File: config.mk
export PLATFORM = sky130hd
export DESIGN_NAME = ras_stack
export DESIGN_NICKNAME = d
export VERILOG_FILES = /design/src/verilog/ras_stack.v /design/src/verilog/ras_store.v
export VERILOG_INCLUDE_DIRS = /design/src /design/src/inc
export SDC_FILE = /design/constraint.sdc
export NUM_CORES = 1
export LEC_CHECK = 0
export BUFFER_PORTS_ARGS = -buffer_cell sky130_fd_sc_hd__buf_2
export CORE_MARGIN = 3
export CORE_UTILIZATION = 45
export DETAILED_ROUTE_END_ITERATION = 6
export PLACE_DENSITY_LB_ADDON = 0.15
export SETUP_SLACK_MARGIN = 0.05
export SYNTH_ARGS = -nofsm -noshare
export SYNTH_HDL_FRONTEND = slang
export SYNTH_SLANG_ARGS = --single-unit
File: constraint.sdc
create_clock -name clk -period 2.9 [get_ports clk]
set_input_delay 0.29 -clock clk [delete_from_list [all_inputs] [get_ports clk]]
set_output_delay 0.29 -clock clk [all_outputs]
set_load 0.005 [all_outputs]
File: src/inc/ras_regs.vh
`ifndef RAS_REGS_VH
`define RAS_REGS_VH
// stack geometry
`define RAS_DEPTH        16
`define RAS_PTR_W        4
`define RAS_DATA_W       16
// pointer reset value and the value that drops the space flag
`define RAS_PTR_RESET    4'h0
`define RAS_PTR_LAST     4'hf
// space flag reset value
`define RAS_AVAIL_RESET  1'b1
`endif

File: src/verilog/ras_stack.v
`timescale 1ns/1ps
`include "ras_regs.vh"

// the flag has three states. open lets it follow the pointer. under marks a
// pop with no push since reset, which makes the stack look full. locked holds
// it clear until the next reset; a push from the last slot or any push while
// still in under, idle cycles or not, leads there. a second pop out of under goes back to
// open, so only a push makes an underflow permanent.
// limitation: overwritten entries are dropped without a mark; the caller sees
// it only as a flag that stays low.
module ras_stack #(
   parameter DEPTH = `RAS_DEPTH,
   parameter PTR_W = `RAS_PTR_W,
   parameter DATA_W = `RAS_DATA_W
) (
   // clock and reset
   input  wire              clk,
   input  wire              rst_n,
   // push requests from the sequencer
   input  wire              callExec,
   input  wire              intVector,
   input  wire [DATA_W-1:0] pcIn,
   // pop request and popped value
   input  wire              retExec,
   output reg  [DATA_W-1:0] pcOut_r,
   output reg               pcOutValid_r,
   // status
   output wire              stackSpaceAvailable
);
   // flag states, one-hot
   localparam [2:0] ST_OPEN   = 3'h1; // normal, flag follows the pointer
   localparam [2:0] ST_UNDER  = 3'h2; // popped before any push
   localparam [2:0] ST_LOCKED = 3'h4; // cleared until reset

   // pointer constants sized to the pointer, so no sum or compare pads bits
   localparam [PTR_W-1:0] PTR_ONE   = {{(PTR_W-1){1'b0}}, 1'b1};
   localparam [PTR_W-1:0] PTR_LAST  = `RAS_PTR_LAST;
   localparam [PTR_W-1:0] PTR_RESET = `RAS_PTR_RESET;

   // pointer after a push; the plain wrap of the counter makes the ring
   function [PTR_W-1:0] ptrAfterPush;
      input [PTR_W-1:0] p;
      begin
         ptrAfterPush = p + PTR_ONE;
      end
   endfunction

   // pointer after a pop, which is also the slot that the pop reads
   function [PTR_W-1:0] ptrAfterPop;
      input [PTR_W-1:0] p;
      begin
         ptrAfterPop = p - PTR_ONE;
      end
   endfunction

   // pointer on the last slot; drives the flag and spots the rollover
   function atLast;
      input [PTR_W-1:0] p;
      begin
         atLast = (p == PTR_LAST);
      end
   endfunction

   reg  [PTR_W-1:0] ptr_r;
   reg  [PTR_W-1:0] ptr_nxt;
   reg  [2:0]       state_r;
   reg  [2:0]       state_nxt;
   reg              avail_r;
   reg              avail_nxt;
   reg              pushed_r;   // any push since reset
   wire             push;
   wire             pop;
   wire [PTR_W-1:0] popIdx;
   wire [DATA_W-1:0] rdData;
   // steering events for the flag
   wire             rollover;
   wire             underflow;

   // a call and an interrupt vector both push; a return that shares the cycle
   // with a push is dropped, and the push goes ahead, as the sequencer may ask for both
   assign push   = callExec | intVector;
   assign pop    = retExec & ~push;
   assign popIdx = ptrAfterPop(ptr_r);

   // events that steer the flag: a push from the last slot wraps the ring,
   // and a pop with no push since reset reads past the bottom
   assign rollover  = push & atLast(ptr_r);
   assign underflow = pop & ~pushed_r;
   // the pc high latch lives in the core and has no path into this block
   assign stackSpaceAvailable = avail_r;

   // the entries sit in flip-flops of their own, outside every address space
   ras_store #(
      .DEPTH  (DEPTH),
      .PTR_W  (PTR_W),
      .DATA_W (DATA_W)
   ) uStore (
      .clk    (clk),
      .rst_n  (rst_n),
      .wrEn   (push),
      .wrIdx  (ptr_r),
      .wrData (pcIn),
      .rdIdx  (popIdx),
      .rdData (rdData)
   );

   // pointer moves modulo depth; natural wrap makes the buffer circular
   // a push writes at the pointer before it moves, a pop moves before it reads
   always @* begin
      ptr_nxt = ptr_r;
      if (push) begin
         ptr_nxt = ptrAfterPush(ptr_r);
      end else if (pop) begin
         ptr_nxt = popIdx;
      end
   end

   // flag control; lock wins over everything but reset. an underflow pop is
   // tested before the rollover, though both never fall in one cycle, as
   // one is a pop and the other a push
   always @* begin
      state_nxt = state_r;
      avail_nxt = avail_r;
      case (state_r)
         ST_OPEN: begin
            if (underflow) begin
               state_nxt = ST_UNDER;
               avail_nxt = 1'b0;
            end else if (rollover) begin
               state_nxt = ST_LOCKED;
               avail_nxt = 1'b0;
            end else begin
               avail_nxt = ~atLast(ptr_nxt);
            end
         end
         ST_UNDER: begin
            avail_nxt = 1'b0;
            if (push) begin
               state_nxt = ST_LOCKED;
            end else if (pop) begin
               // another pop leaves underflow; flag follows the pointer again
               state_nxt = ST_OPEN;
               avail_nxt = ~atLast(ptr_nxt);
            end
         end
         ST_LOCKED: begin
            avail_nxt = 1'b0;
         end
         default: begin
            state_nxt = ST_LOCKED;
            avail_nxt = 1'b0;
         end
      endcase
   end

   // pointer register; every reset puts it back at the bottom slot
   always @(posedge clk or negedge rst_n) begin
      if (!rst_n) begin
         ptr_r <= PTR_RESET;
      end else begin
         ptr_r <= ptr_nxt;
      end
   end

   // flag state register; only a reset leaves the locked state
   always @(posedge clk or negedge rst_n) begin
      if (!rst_n) begin
         state_r <= ST_OPEN;
      end else begin
         state_r <= state_nxt;
      end
   end

   // space flag register; a reset sets it whatever came before
   always @(posedge clk or negedge rst_n) begin
      if (!rst_n) begin
         avail_r <= `RAS_AVAIL_RESET;
      end else begin
         avail_r <= avail_nxt;
      end
   end

   // remembers any push since reset; tells an underflow pop from a pop that
   // wraps below a stack that was filled and emptied again
   always @(posedge clk or negedge rst_n) begin
      if (!rst_n) begin
         pushed_r <= 1'b0;
      end else if (push) begin
         pushed_r <= 1'b1;
      end
   end

   // popped value is registered; valid for one cycle after the pop
   // pcOut_r keeps the last popped value, so a late reader still finds it
   always @(posedge clk or negedge rst_n) begin
      if (!rst_n) begin
         pcOut_r      <= {DATA_W{1'b0}};
         pcOutValid_r <= 1'b0;
      end else begin
         pcOutValid_r <= pop;
         if (pop) begin
            pcOut_r <= rdData;
         end
      end
   end
endmodule

File: src/verilog/ras_store.v
`timescale 1ns/1ps
`include "ras_regs.vh"
// flip-flop storage for the saved program counters, one write port
module ras_store #(
   parameter DEPTH = `RAS_DEPTH,
   parameter PTR_W = `RAS_PTR_W,
   parameter DATA_W = `RAS_DATA_W
) (
   // clock and reset
   input  wire              clk,
   input  wire              rst_n,
   // write port
   input  wire              wrEn,
   input  wire [PTR_W-1:0]  wrIdx,
   input  wire [DATA_W-1:0] wrData,
   // read port
   input  wire [PTR_W-1:0]  rdIdx,
   output wire [DATA_W-1:0] rdData
);
   reg  [DATA_W-1:0] mem_r [0:DEPTH-1];
   wire [DEPTH-1:0]  wrSel;
   genvar g;

   // one-hot slot select, so no slot index is compared with a wide integer
   assign wrSel = {{(DEPTH-1){1'b0}}, 1'b1} << wrIdx;

   // one register per entry; a write at the pointer overwrites the oldest on wrap
   generate
      for (g = 0; g < DEPTH; g = g + 1) begin : gEntry
         always @(posedge clk or negedge rst_n) begin
            if (!rst_n) begin
               mem_r[g] <= {DATA_W{1'b0}};
            end else if (wrEn && wrSel[g]) begin
               mem_r[g] <= wrData;
            end
         end
      end
   endgenerate

   assign rdData = mem_r[rdIdx];
endmodule

==> metrics.md <==
| Metric | Value |
|---|---|
| Combinational Power Share | 43.3% |
| Worst EP arrival | 3020 ps |
| Type of the most critical hold path | in -> reg |
| Area of the die | 30800 um2 |
| FILL cells | 2462 |
| Total track usage | 20.5% |
| Crit path to | pcOut_r[3] |
| TritonCTS clock tree | built |
| Maxcap violations | 0 |
| Nets | 1057 |
| Most frequent cell after synthesis | dfrtp_1 |
| Number of synthesized flops with an enable pin | 0 |
| Clock skew | 16.3 ps |
| Core region area | 28100 um2 |
| Sum Neg Setup Slack | 0 ps |
| Fraction of the yosys area taken by sequential cells | 54.5% |
| Num CTS Buffers | 31 |
| GPL Wtd Cong | 0.765 |
| FF/Latch Area | 7060 um2 |
| CP max stage delay | 520 ps |
| Worst rel slew slack | 51.9% |
| Seq cells post-synth | 282 |
| RR Endpoint | pcOut_r[3] |
| Chip width | 176 um |
| Tightest Pin Transition | 720 ps |
| First-pass GRT wire length | 49700 um |
| Largest net degree at the start of global routing | 83 |
| DPL Wire Length | 19000 um |
| Reg power frac | 36.8% |
| Average size of a mapped cell | 13.0 um2 |
| Gr ovfl total | 0 |
| Residual DRC count | 0 |
| Port Buffers | 38 |
| FF-to-FF Start | ptr_r[1] |
| Hold Vio Cnt, Final | 0 |
| Post-DP Area | 13600 um2 |
| Post-synthesis async set-or-reset flop share | 100% |
| Most repeated library cell on the critical path | nand2_1 |
| Site Rows | 61 |
| Post-Synthesis Cell Area | 12900 um2 |
| Endpoint class of the critical path | flop |
| H-tree levels | 1 |
| Cell taking the most area after synthesis | dfrtp_1 |
| FF-to-FF path depth | 8 |
| Sw frac | 35.5% |
| FF-to-FF setup slack | 370 ps |
| Internal | 0.0121 W |
| Worst Setup SP | ptr_r[1] |
| Multi-input gate area | 5500 um2 |
| Initial antenna violation count | 0 |
| Sink Count | 282 |
| Skew-Pair Late Insertion Delay | 560 ps |
| Kind of critical path | reg -> reg |
| CTS max path bufs | 3 |
| RSZ-0062 raised after global routing | no |
| Max Fclk | 395 MHz |
| Area contributors post-synth | dfrtp_1 54%, mux2_2 20%, mux2i_1 6.0% |
| DR vias | 7931 |
| # IOs | 39 |
| Routed Antenna Nets | 0 |
| Slowest-stage cell, CP | buf_4 |
| Synth top area share | 54.1% |
| Post-route cell area | 14600 um2 |
| PwrDens | 1280 nW/um2 |
| Post-CTS Setup Inserts | 0 |
| Clock transition at the registers of the reported paths | 60 ps |
| Share of layout cells above drive strength 1 | 37.0% |
| Final min period | 2530 ps |
| Cell variety after synth | 41 |
| Vias in the first global route | 8314 |
| Clock root buffer | clkbuf_16 |
| Worst-path fanout max | 48 |
| DR WL/cell | 21.8 um |
| Setup Viol. Count Final | 0 |
| Required time worst endpoint | 3390 ps |
| Synth Warn # | 0 |
| Starting Density | 46.1% |
| Most frequent cells after synthesis | 280 x dfrtp_1, 226 x mux2_2, 123 x nand2_1, 77 x mux2i_1, 40 x buf_2 |
| Final worst-path cycle share | 87.3% |
| Area Growth Syn to Fin | 13.1% |
| Outcome | complete, no violations |
| DRT Pass-1 Iters | 4 |
| Psw | 0.00663 W |
| Die Y | 176 um |
| Worst Setup Start Kind | flop |
| Gate Count Post-Synth | 994 |
| Leakage dissipation | 6.59 nW |
| Vias per cell | 5.54 |
| Syn_nets | 1022 |
| Clk pwr share | 19.9% |
| Synth Flop Type | dfrtp_1 |
| Final slew viol count | 0 |
| Initial DRC Count | 510 |
| Routed WL | 31200 um |
| VDD IR max | 654 uV |
| Cell Chain, Critical Path | inv_1 -> ha_1 -> xnor2_2 -> buf_4 -> nand2_1 -> a32oi_1 -> nand4_1 -> nand2_1 |
[layout make-up]
class | count | share of cell area (%)
Multi-Input combinational cell | 630 | 37.5
Antenna cell | 1 | 0.0171
Clock inverter | 6 | 0.248
Sequential cell | 282 | 48.2
Inverter | 4 | 0.103
Tap cell | 378 | 3.23
Timing Repair Buffer | 80 | 4.34
Clock buffer | 50 | 6.33
[routing by layer]
metal	vias to the layer above	GRT usage [%]	wire, um
met3	38	1.95	892
met5	-	0	0
met4	0	3.70	499
met2	108	32.3	14300
met1	4135	31.3	15500
li1	3650	-	-
[sequential cells by signal, indices dropped and copies added (netlist names)]
signal	count
stackSpaceAvailable	1
uStore.mem_r	256
pushed_r	1
pcOutValid_r	1
ptr_r	4
pcOut_r	16
state_r	3
[repair_timing]
| item | 4_1_cts | 5_1_grt |
|---|---|---|
| endpoints found under the hold margin | 79 | 0 |
| hold buffers | 3 | 0 |
| gates resized for setup | 0 | 0 |
[cell families after synthesis]
family	count (synthesis)	share of synthesized area [%]
flops	282	54.5
mux	335	29.4
buf+inv	82	3.30
xor+xnor	5	0.338
simple gates	209	7.19
fa+ha+maj	7	0.677
compound gates	74	4.51
[power by group through the flow]
stage / sequential, W / combinational (W) / clock, W
after floorplan: 0.00658 / 0.00614 / 0
after global placement: 0.00687 / 0.00806 / 0
after detailed placement: 0.00691 / 0.00814 / 0
after CTS: 0.00687 / 0.00817 / 0.00381
after global routing: 0.00712 / 0.00883 / 0.00397
final: 0.00688 / 0.00809 / 0.00371
[stage by stage]
| step | power [W] | utilization [%] | hold WS, ps | std cells | setup WS (ps) |
|---|---|---|---|---|---|
| 2_1_floorplan | 0.0127 | - | -5.59 | 994 | 686 |
| 3_3_place_gp | 0.0149 | 48.6 | 360 | 1371 | 438 |
| 3_5_place_dp | 0.0151 | 48.6 | 348 | 1371 | 409 |
| 4_1_cts | 0.0188 | 52.1 | 88.0 | 1430 | 373 |
| 5_1_grt | 0.0199 | 52.1 | 123 | 1430 | 148 |
| 6_report | 0.0187 | 52.1 | 116 | 1431 | 368 |
[critical path, delay by kind of cell (launching register included)]
kind,cells,cell delay [ps]
buffers and inverters,2,690
AND/OR/NAND/NOR,3,530
flip-flops,1,430
adder cells (fa/ha/maj),1,380
AO/OA/AOI/OAI,1,230
XOR/XNOR,1,180
[worst min-delay path by stage]
stage                       start          endpoint  slack (ps)  cells past startpoint
after detailed placement    rst_n  uStore.mem_r[73]         350                      1
after global routing      retExec        state_r[1]         120                      3
final                     retExec        state_r[1]         120                      3
after CTS                 retExec        state_r[1]          90                      3
after global placement      rst_n  uStore.mem_r[73]         360                      1
after floorplan             rst_n      pcOutValid_r          -6                      0
[layout by cell type (no fill, tap or decap), types with 2 or more instances in the layout]
master | Yosys | routed
nor3_1 | 3 | 3
nand2b_1 | 2 | 2
dlygate4sd3_1 | 0 | 3
and2_1 | 8 | 8
a22oi_1 | 32 | 32
dfstp_2 | 2 | 2
dfrtp_1 | 280 | 280
mux2_4 | 30 | 30
mux4_2 | 2 | 2
clkbuf_16 | 0 | 31
nor2_1 | 12 | 12
nand4_1 | 16 | 16
clkbuf_1 | 27 | 11
clkinv_2 | 0 | 4
buf_12 | 0 | 9
buf_2 | 40 | 37
xnor2_1 | 3 | 2
a32oi_1 | 30 | 30
inv_1 | 4 | 4
nand2_1 | 123 | 123
mux2i_1 | 77 | 77
nand3_1 | 36 | 36
mux2_2 | 226 | 226
buf_4 | 2 | 30
clkbuf_8 | 0 | 8
a21oi_1 | 5 | 5
ha_1 | 7 | 6
No activity file was read; power rests on OpenSTA's default activity.
